## config.mk

```make
export PLATFORM = sky130hd
export DESIGN_NAME = nand_status_column_host
export DESIGN_NICKNAME = d
export VERILOG_FILES = /design/src/nand_host_pkg.sv /design/src/nand_pin_sync.sv /design/src/nand_cycle_gen.sv /design/src/nand_status_column_host.sv
export SDC_FILE = /design/constraint.sdc
export NUM_CORES = 1
export LEC_CHECK = 0
export BUFFER_PORTS_ARGS = -buffer_cell sky130_fd_sc_hd__buf_4
export CORE_MARGIN = 5
export CORE_UTILIZATION = 50
export CTS_BUF_LIST = sky130_fd_sc_hd__clkbuf_4
export DETAILED_ROUTE_END_ITERATION = 16
export PLACE_DENSITY = 0.7
export SLEW_MARGIN = 20
export SYNTH_ARGS = -nofsm -noshare
export SYNTH_HDL_FRONTEND = slang
export SYNTH_SLANG_ARGS = --single-unit
export TNS_END_PERCENT = 50
```

## constraint.sdc

```tcl
create_clock -name core_clk -period 3.8 [get_ports core_clk]
set_clock_uncertainty 0.2 [all_clocks]
set_input_delay 0.38 -clock core_clk [delete_from_list [all_inputs] [get_ports core_clk]]
set_output_delay 0.38 -clock core_clk [all_outputs]
set_load 0.01 [all_outputs]
```

## src/nand_host_pkg.sv

```systemverilog
package nand_host_pkg;

  // ----------------------------------------------------------------
  // Clock and timing
  // ----------------------------------------------------------------
  localparam int CLK_FREQ_MHZ          = 200;
  localparam int CMD_TO_OUTPUT_WAIT_NS = 60;
  localparam int ADDR_TO_INPUT_WAIT_NS = 70;
  localparam int STROBE_LOW_NS         = 15;
  localparam int STROBE_HIGH_NS        = 10;
  localparam int READ_LOW_NS           = 30;

  // Least time to whole cycles, never below one
  function automatic int nsToCycles(input int ns);
    int c;
    c = (ns * CLK_FREQ_MHZ + 999) / 1000;
    return (c < 1) ? 1 : c;
  endfunction

  localparam int COUNT_W = 8;
  typedef logic [COUNT_W-1:0] count_t;

  localparam count_t CMD_TO_OUTPUT_WAIT_CYC =
    count_t'(nsToCycles(CMD_TO_OUTPUT_WAIT_NS));
  localparam count_t ADDR_TO_INPUT_WAIT_CYC =
    count_t'(nsToCycles(ADDR_TO_INPUT_WAIT_NS));
  localparam count_t STROBE_LOW_CYC  = count_t'(nsToCycles(STROBE_LOW_NS));
  localparam count_t STROBE_HIGH_CYC = count_t'(nsToCycles(STROBE_HIGH_NS));
  localparam count_t READ_LOW_CYC    = count_t'(nsToCycles(READ_LOW_NS));

  // ----------------------------------------------------------------
  // Command bytes
  // ----------------------------------------------------------------
  localparam logic [7:0] CMD_STATUS       = 8'h70;
  localparam logic [7:0] CMD_STATUS_LUN   = 8'h78;
  localparam logic [7:0] CMD_READ_MODE    = 8'h00;
  localparam logic [7:0] CMD_RAND_READ    = 8'h05;
  localparam logic [7:0] CMD_RAND_READ_2P = 8'h06;
  localparam logic [7:0] CMD_CONFIRM      = 8'hE0;
  localparam logic [7:0] CMD_RAND_INPUT   = 8'h85;

  // ----------------------------------------------------------------
  // Register map
  // ----------------------------------------------------------------
  localparam logic [7:0] REG_CTRL  = 8'h00;
  localparam logic [7:0] REG_CFG   = 8'h04;
  localparam logic [7:0] REG_COL   = 8'h08;
  localparam logic [7:0] REG_ROW   = 8'h0C;
  localparam logic [7:0] REG_WDATA = 8'h10;
  localparam logic [7:0] REG_STAT  = 8'h14;

  localparam int OP_W  = 4;
  localparam int CFG_W = 3;
  localparam int COL_W = 16;
  localparam int ROW_W = 24;
  localparam int CFG_MULTI_LUN_BIT = 0;
  localparam int CFG_OTP_BIT       = 1;
  localparam int CFG_CE_BIT        = 2;
  localparam logic [CFG_W-1:0] CFG_RESET = 3'h0;

  // ----------------------------------------------------------------
  // Types
  // ----------------------------------------------------------------
  typedef enum logic [3:0] {
    OP_STATUS       = 4'h0,
    OP_STATUS_LUN   = 4'h1,
    OP_RAND_READ    = 4'h2,
    OP_RAND_READ_2P = 4'h3,
    OP_RAND_INPUT   = 4'h4,
    OP_READ_MODE    = 4'h5,
    OP_READ_BYTE    = 4'h6,
    OP_WRITE_BYTE   = 4'h7
  } op_e;

  typedef enum logic [3:0] {
    ST_CMD  = 4'h0,
    ST_COL0 = 4'h1,
    ST_COL1 = 4'h2,
    ST_ROW0 = 4'h3,
    ST_ROW1 = 4'h4,
    ST_ROW2 = 4'h5,
    ST_CONF = 4'h6,
    ST_WAIT = 4'h7,
    ST_RD   = 4'h8,
    ST_WR   = 4'h9,
    ST_END  = 4'hA
  } step_e;

  typedef enum logic [1:0] {
    MODE_NONE   = 2'h0,
    MODE_STATUS = 2'h1,
    MODE_DOUT   = 2'h2,
    MODE_DIN    = 2'h3
  } mode_e;

  typedef enum logic [1:0] {
    KIND_CMD  = 2'h0,
    KIND_ADDR = 2'h1,
    KIND_WR   = 2'h2,
    KIND_RD   = 2'h3
  } kind_e;

  typedef struct packed {
    logic       ceN;
    logic       cle;
    logic       ale;
    logic       weN;
    logic       reN;
    logic [7:0] ioOut;
    logic       ioOe;
  } nand_pins_s;

  localparam nand_pins_s PINS_IDLE = '{ceN: 1'b1, cle: 1'b0, ale: 1'b0,
                                      weN: 1'b1, reN: 1'b1,
                                      ioOut: 8'h00, ioOe: 1'b0};

endpackage

```

## src/nand_pin_sync.sv

```systemverilog
`timescale 1ns/10ps
`default_nettype none

module nand_pin_sync
  import nand_host_pkg::*;
#(
  parameter int WIDTH = 9
) (
  input  wire logic             core_clk,
  input  wire logic             rst,
  input  wire logic [WIDTH-1:0] asyncIn,
  output logic      [WIDTH-1:0] syncOut
);

  // ----------------------------------------------------------------
  // Two-stage synchroniser
  // ----------------------------------------------------------------
  logic [WIDTH-1:0] stage1_q;
  logic [WIDTH-1:0] stage2_q;

  always_ff @(posedge core_clk) begin
    if (rst) begin
      stage1_q <= '0;
      stage2_q <= '0;
    end else begin
      stage1_q <= asyncIn;
      stage2_q <= stage1_q;
    end
  end

  assign syncOut = stage2_q;

endmodule // nand_pin_sync

`default_nettype wire

```

## src/nand_cycle_gen.sv

```systemverilog
`timescale 1ns/10ps
`default_nettype none

module nand_cycle_gen
  import nand_host_pkg::*;
(
  input  wire logic       core_clk,
  input  wire logic       rst,
  input  wire logic       start,
  input  wire kind_e      kind,
  input  wire logic [7:0] byteOut,
  input  wire logic       ceEnable,
  input  wire logic [7:0] ioSync,
  output logic            done,
  output logic      [7:0] rdData,
  output nand_pins_s      pins
);

  // ----------------------------------------------------------------
  // Strobe phases
  // ----------------------------------------------------------------
  typedef enum logic [1:0] {
    PH_IDLE = 2'b00,
    PH_LOW  = 2'b01,
    PH_HIGH = 2'b10
  } phase_e;

  phase_e     phase_q;
  count_t     cnt_q;
  logic       isRead_q;
  logic       done_q;
  logic [7:0] rdData_q;
  nand_pins_s pins_q;

  wire logic cntZero = (cnt_q == '0);
  wire logic isRead  = (kind == KIND_RD);

  always_ff @(posedge core_clk) begin
    if (rst) begin
      phase_q  <= PH_IDLE;
      cnt_q    <= '0;
      isRead_q <= 1'b0;
      done_q   <= 1'b0;
      rdData_q <= 8'h00;
      pins_q   <= PINS_IDLE;
    end else begin
      done_q     <= 1'b0;
      pins_q.ceN <= ~ceEnable;
      case (phase_q)
        PH_IDLE: begin
          if (start) begin
            phase_q      <= PH_LOW;
            isRead_q     <= isRead;
            cnt_q        <= (isRead ? READ_LOW_CYC : STROBE_LOW_CYC) - 1'b1;
            pins_q.cle   <= (kind == KIND_CMD);
            pins_q.ale   <= (kind == KIND_ADDR);
            pins_q.ioOut <= byteOut;
            pins_q.ioOe  <= ~isRead;
            pins_q.weN   <= isRead;
            pins_q.reN   <= ~isRead;
          end
        end
        PH_LOW: begin
          if (cntZero) begin
            phase_q    <= PH_HIGH;
            cnt_q      <= STROBE_HIGH_CYC - 1'b1;
            pins_q.weN <= 1'b1;
            pins_q.reN <= 1'b1;
            if (isRead_q) begin
              rdData_q <= ioSync;
            end
          end else begin
            cnt_q <= cnt_q - 1'b1;
          end
        end
        PH_HIGH: begin
          if (cntZero) begin
            phase_q     <= PH_IDLE;
            done_q      <= 1'b1;
            pins_q.cle  <= 1'b0;
            pins_q.ale  <= 1'b0;
            pins_q.ioOe <= 1'b0;
          end else begin
            cnt_q <= cnt_q - 1'b1;
          end
        end
        default: phase_q <= PH_IDLE;
      endcase
    end
  end

  assign done   = done_q;
  assign rdData = rdData_q;
  assign pins   = pins_q;

endmodule // nand_cycle_gen

`default_nettype wire

```

## src/nand_status_column_host.sv

```systemverilog
// Our own choices: the Wishbone register port and the register offsets.
`timescale 1ns/10ps
`default_nettype none

// Summary of operation
// - Single LUN target: plain status may follow any command.
// - Multi-LUN target: use LUN-addressed status, never plain status.
// - LUN-addressed status: command then three row cycles; status mode.
// - After LUN-addressed status, issue read-mode before reading data; the host still accepts a read byte in status mode.
// - No LUN-addressed status during power-on reset or OTP mode; the host refuses it only when the OTP bit is set.
// - Random read: command, two columns, confirm, wait before output.
// - Multi-LUN: LUN-addressed status must precede random data read.
// - Two-plane read: command, two columns, three rows, confirm, wait.
// - Two-plane random read picks plane cache; reissue to switch.
// - Multi-LUN two-plane read needs all ready or prior LUN status.
// - Random input: command, two columns, wait before data; data optional.
// - Random input allowed between program address cycles and confirm.

module nand_status_column_host
  import nand_host_pkg::*;
(
  input  wire logic        core_clk,
  input  wire logic        rst,
  input  wire logic        cyc_i,
  input  wire logic        stb_i,
  input  wire logic        we_i,
  input  wire logic [7:0]  adr_i,
  input  wire logic [31:0] dat_i,
  input  wire logic [3:0]  sel_i,
  output logic      [31:0] dat_o,
  output logic             ack_o,
  input  wire logic [7:0]  ioIn,
  input  wire logic        readyBusyN,
  output nand_pins_s       nandPins
);

  // ----------------------------------------------------------------
  // Helpers
  // ----------------------------------------------------------------
  function automatic logic [31:0] mergeLanes(input logic [31:0] oldWord,
                                             input logic [31:0] newWord,
                                             input logic [3:0]  lanes);
    logic [31:0] w;
    w = oldWord;
    for (int i = 0; i < 4; i++) begin
      if (lanes[i]) begin
        w[i*8 +: 8] = newWord[i*8 +: 8];
      end
    end
    return w;
  endfunction

  function automatic logic [7:0] cmdOf(input op_e op);
    case (op)
      OP_STATUS:       return CMD_STATUS;
      OP_STATUS_LUN:   return CMD_STATUS_LUN;
      OP_RAND_READ:    return CMD_RAND_READ;
      OP_RAND_READ_2P: return CMD_RAND_READ_2P;
      OP_RAND_INPUT:   return CMD_RAND_INPUT;
      default:         return CMD_READ_MODE;
    endcase
  endfunction

  // Cycle list of each operation
  function automatic step_e seqStep(input op_e op, input logic [3:0] idx);
    step_e s;
    s = ST_END;
    case (op)
      OP_STATUS: begin
        case (idx)
          4'h0: s = ST_CMD;
          4'h1: s = ST_WAIT;
          4'h2: s = ST_RD;
          default: s = ST_END;
        endcase
      end
      OP_STATUS_LUN: begin
        case (idx)
          4'h0: s = ST_CMD;
          4'h1: s = ST_ROW0;
          4'h2: s = ST_ROW1;
          4'h3: s = ST_ROW2;
          4'h4: s = ST_WAIT;
          4'h5: s = ST_RD;
          default: s = ST_END;
        endcase
      end
      OP_RAND_READ: begin
        case (idx)
          4'h0: s = ST_CMD;
          4'h1: s = ST_COL0;
          4'h2: s = ST_COL1;
          4'h3: s = ST_CONF;
          4'h4: s = ST_WAIT;
          default: s = ST_END;
        endcase
      end
      OP_RAND_READ_2P: begin
        case (idx)
          4'h0: s = ST_CMD;
          4'h1: s = ST_COL0;
          4'h2: s = ST_COL1;
          4'h3: s = ST_ROW0;
          4'h4: s = ST_ROW1;
          4'h5: s = ST_ROW2;
          4'h6: s = ST_CONF;
          4'h7: s = ST_WAIT;
          default: s = ST_END;
        endcase
      end
      OP_RAND_INPUT: begin
        case (idx)
          4'h0: s = ST_CMD;
          4'h1: s = ST_COL0;
          4'h2: s = ST_COL1;
          4'h3: s = ST_WAIT;
          default: s = ST_END;
        endcase
      end
      OP_READ_MODE: s = (idx == 4'h0) ? ST_CMD : ST_END;
      OP_READ_BYTE: s = (idx == 4'h0) ? ST_RD : ST_END;
      OP_WRITE_BYTE: s = (idx == 4'h0) ? ST_WR : ST_END;
      default: s = ST_END;
    endcase
    return s;
  endfunction

  // ----------------------------------------------------------------
  // State
  // ----------------------------------------------------------------
  typedef enum logic [1:0] {
    S_IDLE  = 2'b00,
    S_STEP  = 2'b01,
    S_CYCLE = 2'b10,
    S_WAIT  = 2'b11
  } state_e;

  state_e            state_q;
  op_e               op_q;
  logic [3:0]        idx_q;
  count_t            wait_q;
  mode_e             mode_q;
  logic              lunSel_q;
  logic              refused_q;
  logic [CFG_W-1:0]  cfg_q;
  logic [COL_W-1:0]  col_q;
  logic [ROW_W-1:0]  row_q;
  logic [7:0]        wdata_q;
  logic [7:0]        statusByte_q;
  logic [7:0]        readByte_q;
  logic              ack_q;
  logic [31:0]       dat_q;
  logic              genStart_q;

  logic [8:0]        pinSync;
  logic              genDone;
  logic [7:0]        genData;

  // ----------------------------------------------------------------
  // Pin synchroniser and strobe generator
  // ----------------------------------------------------------------
  nand_pin_sync #(.WIDTH(9)) u_sync (
    .core_clk (core_clk),
    .rst      (rst),
    .asyncIn  ({readyBusyN, ioIn}),
    .syncOut  (pinSync)
  );

  wire logic       readyPin = pinSync[8];
  wire step_e      curStep  = seqStep(op_q, idx_q);
  wire kind_e      curKind  = (curStep == ST_CMD || curStep == ST_CONF)
                              ? KIND_CMD
                              : (curStep == ST_RD) ? KIND_RD
                              : (curStep == ST_WR) ? KIND_WR : KIND_ADDR;
  // Full column and row reach every cache byte
  wire logic [7:0] curByte  = (curStep == ST_CMD)  ? cmdOf(op_q)
                            : (curStep == ST_CONF) ? CMD_CONFIRM
                            : (curStep == ST_COL0) ? col_q[7:0]
                            : (curStep == ST_COL1) ? col_q[15:8]
                            : (curStep == ST_ROW0) ? row_q[7:0]
                            : (curStep == ST_ROW1) ? row_q[15:8]
                            : (curStep == ST_ROW2) ? row_q[23:16]
                            : wdata_q;

  nand_cycle_gen u_gen (
    .core_clk (core_clk),
    .rst      (rst),
    .start    (genStart_q),
    .kind     (curKind),
    .byteOut  (curByte),
    .ceEnable (cfg_q[CFG_CE_BIT]),
    .ioSync   (pinSync[7:0]),
    .done     (genDone),
    .rdData   (genData),
    .pins     (nandPins)
  );

  // ----------------------------------------------------------------
  // Bus decode
  // ----------------------------------------------------------------
  wire logic access  = cyc_i & stb_i & ~ack_q;
  wire logic wrAcc   = access & we_i;
  wire logic idle    = (state_q == S_IDLE);
  wire logic launch  = wrAcc && (adr_i == REG_CTRL) && sel_i[0];
  wire logic wrCfg   = wrAcc && (adr_i == REG_CFG);
  wire logic wrCol   = wrAcc && (adr_i == REG_COL) && idle;
  wire logic wrRow   = wrAcc && (adr_i == REG_ROW) && idle;
  wire logic wrWdata = wrAcc && (adr_i == REG_WDATA) && idle;
  wire op_e  newOp   = op_e'(dat_i[OP_W-1:0]);
  wire logic multiLun = cfg_q[CFG_MULTI_LUN_BIT];

  // Checks against orders that would upset the target
  wire logic badPlain   = (newOp == OP_STATUS) && multiLun;
  wire logic badLunStat = (newOp == OP_STATUS_LUN)
                          && cfg_q[CFG_OTP_BIT];
  wire logic badRand    = (newOp == OP_RAND_READ) && multiLun
                          && !lunSel_q;
  wire logic bad2p      = (newOp == OP_RAND_READ_2P) && multiLun
                          && !readyPin && !lunSel_q;
  wire logic badRead    = (newOp == OP_READ_BYTE)
                          && (mode_q != MODE_DOUT)
                          && (mode_q != MODE_STATUS);
  wire logic badWrite   = (newOp == OP_WRITE_BYTE)
                          && (mode_q != MODE_DIN);
  wire logic badOp      = (dat_i[OP_W-1:0] > OP_WRITE_BYTE);
  wire logic refuse     = !idle || badPlain || badLunStat || badRand
                          || bad2p || badRead || badWrite || badOp;

  wire logic [31:0] statWord = {8'h00, readByte_q, statusByte_q, 2'b00,
                                mode_q, 1'b0, refused_q, readyPin, ~idle};
  wire logic [31:0] rdWord =
      (adr_i == REG_CTRL)  ? {{(32-OP_W){1'b0}}, op_q}
    : (adr_i == REG_CFG)   ? {{(32-CFG_W){1'b0}}, cfg_q}
    : (adr_i == REG_COL)   ? {{(32-COL_W){1'b0}}, col_q}
    : (adr_i == REG_ROW)   ? {{(32-ROW_W){1'b0}}, row_q}
    : (adr_i == REG_WDATA) ? {24'h000000, wdata_q}
    : (adr_i == REG_STAT)  ? statWord
    : 32'h00000000;
  wire logic [31:0] cfgMerged = mergeLanes({{(32-CFG_W){1'b0}}, cfg_q},
                                           dat_i, sel_i);
  wire logic [31:0] colMerged = mergeLanes({{(32-COL_W){1'b0}}, col_q},
                                           dat_i, sel_i);
  wire logic [31:0] rowMerged = mergeLanes({{(32-ROW_W){1'b0}}, row_q},
                                           dat_i, sel_i);

  // ----------------------------------------------------------------
  // Register file and bus answer
  // ----------------------------------------------------------------
  always_ff @(posedge core_clk) begin
    if (rst) begin
      ack_q   <= 1'b0;
      dat_q   <= 32'h00000000;
      cfg_q   <= CFG_RESET;
      col_q   <= '0;
      row_q   <= '0;
      wdata_q <= 8'h00;
    end else begin
      ack_q <= access;
      if (access) begin
        dat_q <= rdWord;
      end
      if (wrCfg) begin
        cfg_q <= cfgMerged[CFG_W-1:0];
      end
      if (wrCol) begin
        col_q <= colMerged[COL_W-1:0];
      end
      if (wrRow) begin
        row_q <= rowMerged[ROW_W-1:0];
      end
      if (wrWdata && sel_i[0]) begin
        wdata_q <= dat_i[7:0];
      end
    end
  end

  // ----------------------------------------------------------------
  // Sequencer
  // ----------------------------------------------------------------
  wire logic statusOp = (op_q == OP_STATUS) || (op_q == OP_STATUS_LUN);
  wire count_t opWait = (op_q == OP_RAND_INPUT) ? ADDR_TO_INPUT_WAIT_CYC
                                                : CMD_TO_OUTPUT_WAIT_CYC;
  wire mode_e endMode = statusOp ? MODE_STATUS
                      : (op_q == OP_RAND_INPUT) ? MODE_DIN
                      : (op_q == OP_READ_BYTE || op_q == OP_WRITE_BYTE)
                        ? mode_q : MODE_DOUT;

  always_ff @(posedge core_clk) begin
    if (rst) begin
      state_q      <= S_IDLE;
      op_q         <= OP_STATUS;
      idx_q        <= 4'h0;
      wait_q       <= '0;
      mode_q       <= MODE_NONE;
      lunSel_q     <= 1'b0;
      refused_q    <= 1'b0;
      statusByte_q <= 8'h00;
      readByte_q   <= 8'h00;
      genStart_q   <= 1'b0;
    end else begin
      genStart_q <= 1'b0;
      case (state_q)
        S_IDLE: begin
          if (launch && refuse) begin
            refused_q <= 1'b1;
          end else if (launch) begin
            refused_q <= 1'b0;
            op_q      <= newOp;
            idx_q     <= 4'h0;
            state_q   <= S_STEP;
          end
        end
        S_STEP: begin
          if (curStep == ST_END) begin
            mode_q  <= endMode;
            state_q <= S_IDLE;
            if (op_q == OP_STATUS_LUN) begin
              lunSel_q <= 1'b1;
            end else if (op_q == OP_STATUS) begin
              lunSel_q <= 1'b0;
            end
          end else if (curStep == ST_WAIT) begin
            wait_q  <= opWait;
            state_q <= S_WAIT;
          end else begin
            genStart_q <= 1'b1;
            state_q    <= S_CYCLE;
          end
        end
        S_CYCLE: begin
          if (genDone) begin
            idx_q   <= idx_q + 4'h1;
            state_q <= S_STEP;
            if (curStep == ST_RD && statusOp) begin
              statusByte_q <= genData;
            end else if (curStep == ST_RD) begin
              readByte_q <= genData;
            end
          end
        end
        S_WAIT: begin
          if (wait_q <= count_t'(1)) begin
            idx_q   <= idx_q + 4'h1;
            state_q <= S_STEP;
          end else begin
            wait_q <= wait_q - 1'b1;
          end
        end
        default: state_q <= S_IDLE;
      endcase
    end
  end

  assign dat_o = dat_q;
  assign ack_o = ack_q;

endmodule // nand_status_column_host

`default_nettype wire

```

# Word-level counts from Yosys, hierarchy flattened
# Memories as Yosys holds them, arrays and structs flattened. A register that Yosys moved wholly into a read port is not among the register bits.
# Cells that the tools add are included.
totals:
  reg_bits: 175
  latchBits: 0
  mem_bits_rw: 0
  mem_bits_ro: 24
  in_bits: 58
  out_inout_bits: 47
  word_cells: 248
  memories: 1
classes:
  addsub: 4
  n_mul: 0
  div_mod_pow: 0
  n_lt_le_gt_ge: 2
  n_eq_ne: 54
  n_shift: 0
  n_mux: 69
  n_bitwise: 11
  reduce_logical: 74
memory_table:
  columns: ["name", "words", "width", "read_ports", "rd_ports_with_merged_regs", "write_ports", "line", "rtl"]
  rows:
  - ["(name not given)", 8, 3, 1, 1, 0, "nand_status_column_host.sv:99", "case (idx)"]
op_table:
  columns: ["cell", "count"]
  rows:
  - ["2-to-1 mux 24 bit", 6]
  - ["2-to-1 mux 8 bit", 13]
  - ["equality test 4 x 3 -> 1 bit, second input constant", 12]
  - ["case mux 8 bit (5 select lines)", 1]
  - ["2-to-1 mux 2 bit", 18]
  - ["equality test 4 x 2 -> 1 bit, second input constant", 8]
  - ["case mux 4 bit (8 select lines)", 1]
  - ["AND reduction 3 bit", 9]
  - ["2-to-1 mux 4 bit", 6]
  - ["case mux 4 bit (3 select lines)", 2]
  - ["case mux 4 bit (6 select lines)", 1]
  - ["case mux 8 bit (3 select lines)", 1]
  - ["subtractor 8 x 1 -> 8 bit, second input constant", 3]
  - ["logical AND 1 bit", 22]
  - ["case mux 4 bit (5 select lines)", 1]
  - ["inequality test 2 bit, second input constant", 9]
  - ["equality test 4 x 1 -> 1 bit, second input constant", 4]
  - ["equality test 8 x 4 -> 1 bit, second input constant", 2]
  - ["equality test 8 x 5 -> 1 bit, second input constant", 2]
  - ["zero test 4 bit", 4]
  - ["zero test 8 bit", 2]
  - ["case mux 4 bit (4 select lines)", 1]
  - ["case mux 8 bit (2 select lines)", 1]
  - ["AND reduction 2 bit", 8]
  - ["27 further kinds", 77]

# Longest topological paths before layout
depth:
  ltp_word: 14
  ltp_mapped: 13
  depth_no_buf: 10

# Modules after synthesis
# Synthesis repeated with hierarchy kept, for this count alone.
unflattened:
  cells_unflattened: 972
  area_unflattened_um2: 8573.2
by_module_without_submodules:
  columns: ["mod", "instances", "cells_per_inst", "area_per_inst_um2", "seq_area_each_um2"]
  rows:
  - ["nand_status_column_host", 1, 760, 6512.5, 2362.3]
  - ["nand_cycle_gen", 1, 175, 1571.5, 680.7]
  - ["nand_pin_sync", 1, 37, 489.2, 360.3]

# Worst setup path after synthesis
# Ideal clock, no wire load.
synth_timing:
  path_type: "register -> register"
  startpoint: "register idx_q[0]"
  endpoint: "register u_gen.pins_q (netlist bit u_gen.pins[6])"
  setup_ns: 0.130
  arrival_ns: 2.574
  required_ns: 3.470
  slack_ns: 0.896
  path_stages_with_launch: 13
  n_path_buf: 2
  synth_period_minus_slack_ns: 2.904
  path_cell_list: "dfxtp_1 > inv_1 > ha_1 > buf_2 > inv_1 > a2111o_1 > a32o_1 > nor3_4 > clkbuf_1 > nand2_1 > or3_1 > a32oi_1 > o22ai_1"
synth_between:
  elab_chain_len: 11
  word_cells_on_any_way: 28
  cone_classes: "eq/ne: 11; mux: 15; reduce/logical: 2"
synth_rtl:
  columns: ["element", "line", "rtl"]
  rows:
  - ["start: declaration", "nand_status_column_host.sv:140", "logic [3:0] idx_q;"]
  - ["start signal: assignment", "nand_status_column_host.sv:332", "idx_q <= idx_q + 4'h1;"]
  - ["start signal: assignment", "nand_status_column_host.sv:343", "idx_q <= idx_q + 4'h1;"]
  - ["equality test 4 x 3 -> 1 bit, or another cell as far along", "nand_status_column_host.sv:78", "case (idx)"]
  - ["case mux 4 bit (6 select lines), or another cell as far along", "nand_status_column_host.sv:78", null]
  - ["case mux 4 bit (8 select lines) (*)", "nand_status_column_host.sv:68", "case (op)"]
  - ["equality test 4 x 3 -> 1 bit", "nand_status_column_host.sv:182", ": (curStep == ST_ROW2) ? row_q[23:16]"]
  - ["2-to-1 mux 8 bit", "nand_status_column_host.sv:182", null]
  - ["2-to-1 mux 8 bit", "nand_status_column_host.sv:181", ": (curStep == ST_ROW1) ? row_q[15:8]"]
  - ["2-to-1 mux 8 bit", "nand_status_column_host.sv:180", ": (curStep == ST_ROW0) ? row_q[7:0]"]
  - ["2-to-1 mux 8 bit", "nand_status_column_host.sv:179", ": (curStep == ST_COL1) ? col_q[15:8]"]
  - ["2-to-1 mux 8 bit", "nand_status_column_host.sv:178", ": (curStep == ST_COL0) ? col_q[7:0]"]
  - ["2-to-1 mux 8 bit", "nand_status_column_host.sv:177", ": (curStep == ST_CONF) ? CMD_CONFIRM"]
  - ["2-to-1 mux 8 bit (*)", "nand_status_column_host.sv:176", "wire logic [7:0] curByte = (curStep == ST_CMD) ? cmdOf(op_q)"]
  - ["end: declaration", "nand_cycle_gen.sv:33", "nand_pins_s pins_q;"]
# Mark *: on every way between the ends. The rest lies on a longest branch, timed or not.
# A chain may end at the register's enable or synchronous reset.

# Worst setup path after layout
layout_timing:
  startpoint: "register idx_q[0]"
  endpoint: "register u_gen.pins_q (netlist bit u_gen.pins[1])"
# Same word-level chain as after synthesis.

==> run summary <==
====================================================================================
Result of the run                                                          completed
Number of CTS-inserted buffers                                                    17
Synth area leaders                                                      dfxtp_1, mux2i_1, nor2_1, nand2_1, a21oi_1
Detailed Route Iter0 Violations                                                  719
Remaining global-route overflow                                                    0
Number of pins with negative max-slew slack in the final report                    0
Vias                                                                            7626
Hold worst-path end                                                         cfg_q[2]
CTS tree                                                                        done
Sequential area share after synthesis                                         0.4120
Hold wc startpoint                                                              we_i
Type of the tightest min-delay check                                       in -> reg
Kind of end point of the critical path                                     flip-flop
Prevailing post-synth register cell                                          dfxtp_1
Final antenna-violating net count                                                  0
Synthesized instance count                                                       988
Reg2reg path depth                                                                11
DRC errors left                                                                    0
Relative contribution of combinational cells to total power                    0.120
Flop-to-flop setup slack                                                     0.21 ns
Number of global-route vias before repair                                       6979
CTS Hold Bufs                                                                     37
Psw                                                                         1.017 mW
FF-to-FF End                                                            u_gen.pins[1]
Commonest cells in the synthesized netlist                              dfxtp_1, nor2_1, nand2_1, a21oi_1, mux2i_1
Startpoint type of the worst setup path                                    flip-flop
Clock Path Buffers                                                                 2
Maximum number of pins on one net before global-route repair                      91
Most instantiated library cell after synthesis                               dfxtp_1
Pint                                                                        2.293 mW
Number of antenna violations at the first check in global routing                  1
Insertion delay to the later sink of the worst-skew pair                     0.60 ns
CTS Sinks                                                                        170
Worst-path maximum fanout                                                         13
Height of the die                                                       138.5 microns
Global-route wire length before repair                                  36950 microns
Area after DPL                                                            9099 sq um
Top achievable clock speed                                                 278.4 MHz
Max transition margin                                                         0.4200
Crit path required time                                                      4.09 ns
Resized Gates After CTS                                                            0
Sum of routed wire length over all layers                               23070 microns
Fraction of synthesized cell area taken by the top area cell type             0.4120
Fin area                                                                  9789 sq um
Number of instances on the worst hold path                                         5
Core region area                                                         16410 sq um
Total leakage power                                                         3.517 nW
Number of buffers inserted by port buffering                                      87
Detailed placer's ending HPWL                                           16070 microns
Final period utilization                                                      0.9454
Total routing resource utilization after global routing                       0.2347
Power density normalized to cell area                                   338.1 nW/um^2
Number of post-CTS setup repair buffers                                            0
Switching share of power                                                      0.3073
Inst Count DP                                                                   1255
Crit Path Class                                                           reg -> reg
Layout-stage area growth over the synthesis result                            18.51%
Synth unique cells                                                                71
Clock transition at the registers of the reported paths                      0.17 ns
Final instance count without filler cells                                       1325
Asr flop ratio synth                                                               0
Weighted congestion at the end of routability-driven global placement         0.9274
Share of power burned in registers                                             0.553
Area of the die                                                          19190 sq um
Fill count                                                                      1452
Avg Synthesized Cell Area                                                8.361 sq um
Drt pass-1 iters                                                                   8
Row Count                                                                         47
CTS Root Cell                                                               clkbuf_4
Level count of the clock H-tree                                                    4
Final total negative setup slack                                                0 ns
Final critical-path required period                                         3.592 ns
Peak supply drop                                                           0.2837 mV
Data arrival time of the worst path                                          3.89 ns
Tightest Pin Transition                                                    0.8688 ns
Nets@finish                                                                     1162
Routed wire per std cell                                                17.41 microns
Synthesis Warnings                                                                 0
Share of final-layout standard cells stronger than drive strength 1           0.1495
Number of endpoints failing setup at the final stage                               0
Via density                                                                    5.755
Number of violations of the max-capacitance limit                                  0
Area leader, netlist                                                         dfxtp_1
Clock share of power                                                           0.328
Number of flops mapped to enable cells by yosys                                    0
Startpoint of the most critical register-to-register path                   idx_q[0]
Unrepaired setup endpoints after global routing                                   no
X dimension of the die                                                  138.5 microns
Post-synthesis instance area                                              8260 sq um
Initial cell density of the core                                              0.5035
IO Count                                                                         105
Flip-flop and latch count after synthesis                                        170
Final Hold Vio Count                                                               0
====================================================================================
## critical path, cell delays in order, from the launching register on
cell	delay, ns
dfxtp_1	0.38
inv_1	0.10
ha_1	0.39
inv_1	0.10
a2111o_1	0.37
a32o_1	0.25
or3_1	0.48
buf_4	0.25
xnor2_1	0.15
nand2_1	0.27
o311ai_0	0.24
a311oi_1	0.31
## routing by layer
metal / track usage / routed length [microns] / vias up
met4: 0.07592 / 425 / 0
met1: 0.3351 / 10660 / 3545
met5: 0 / 0 / -
li1: - / - / 3724
met3: 0.05241 / 1847 / 32
met2: 0.3538 / 10140 / 325
## sequential cells by signal, summed over array words and instances, names as in the netlist, 4 cells and up, named ones only
register and cells:
u_gen.rdData 8, row_q 24, readByte_q 8, u_gen.pins 14, col_q 16, op_q 4
idx_q 4, u_gen.cnt_q 8, u_sync.stage1_q 9, wdata_q 8, wait_q 8, u_sync.syncOut 9
statusByte_q 8, dat_o 24
## cell usage in the layout, fill, tap and decap left out, types with 5 or more instances in the layout
master | Yosys | routed
a211oi_1 | 9 | 9
a21oi_1 | 69 | 69
a221oi_1 | 10 | 10
a22o_1 | 18 | 18
a22oi_1 | 18 | 18
a311oi_1 | 7 | 7
a31oi_1 | 5 | 5
a32oi_1 | 5 | 5
and3_1 | 9 | 9
buf_4 | 10 | 114
clkbuf_4 | 0 | 17
clkinv_8 | 0 | 6
conb_1 | 1 | 8
dfxtp_1 | 170 | 170
dlygate4sd3_1 | 0 | 37
ha_1 | 13 | 13
inv_1 | 16 | 16
mux2i_1 | 64 | 64
nand2_1 | 104 | 104
nand2b_1 | 11 | 11
nand3_1 | 21 | 21
nand3b_1 | 6 | 6
nand4_1 | 7 | 7
nor2_1 | 142 | 142
nor2b_1 | 29 | 29
nor3_1 | 30 | 30
nor4_1 | 7 | 6
o211ai_1 | 12 | 12
o21ai_0 | 37 | 37
o22ai_1 | 7 | 7
or3_1 | 13 | 13
xnor2_1 | 5 | 5
## power groups by stage
| stage | clock, mW | sequential [mW] | combinational (mW) |
|---|---|---|---|
| final | 1.08 | 1.83 | 0.396 |
| after CTS | 1.11 | 1.83 | 0.391 |
| after global placement | 0 | 1.87 | 0.352 |
| after detailed placement | 0 | 1.87 | 0.360 |
| after floorplan | 0 | 1.87 | 0.241 |
| after global routing | 1.18 | 1.83 | 0.441 |
## worst max-delay path by stage
| stage | startpoint | endpoint | slack (ns) | depth (start not counted) |
|---|---|---|---|---|
| after CTS | idx_q[0] | u_gen.pins[1] | 0.27 | 11 |
| after detailed placement | idx_q[0] | u_gen.pins[1] | 0.33 | 11 |
| after global routing | idx_q[0] | u_gen.pins[3] | 0.02 | 11 |
| after global placement | idx_q[0] | u_gen.pins[1] | 0.36 | 11 |
| after floorplan | idx_q[0] | u_gen.pins[6] | 0.90 | 12 |
| final | idx_q[0] | u_gen.pins[1] | 0.21 | 11 |
## through the flow
step / power [mW] / worst slack (ns) / util / hold WS (ns)
after floorplan: 2.109 / 0.8956 / - / 0.1828
after global placement: 2.218 / 0.3627 / 0.5546 / 0.2188
after detailed placement: 2.227 / 0.3306 / 0.5546 / 0.2204
after CTS: 3.328 / 0.2684 / 0.5965 / 0.05475
after global routing: 3.454 / 0.01737 / 0.5967 / 0.06343
final: 3.310 / 0.2075 / 0.5967 / 0.07482
## cell type report
type,instances,area (sq um),share of cell area
Multi-Input combinational cell,734,4484,0.4581
Sequential cell,170,3403,0.3476
Timing Repair Buffer,152,1246,0.1273
Tap cell,220,275.3,0.02812
Clock inverter,15,190.2,0.01943
Clock buffer,17,127.6,0.01304
Inverter,16,60.06,0.006135
Antenna cell,1,2.502,0.0002556
## kinds of logic (layout without fill, tap and decap cells)
kind of cell,Yosys count,in the layout,synth area share
AOI/OAI and AO/OA,229,229,0.1863
and+or+nand+nor,410,410,0.2440
other,1,9,0.0004540
adders and majority gates,13,13,0.01969
xor gates and xnor gates,9,9,0.009542
buffers and inverters,91,200,0.04908
DFF,170,170,0.4120
muxes,65,65,0.07891
(Power assumes the default switching activity.)
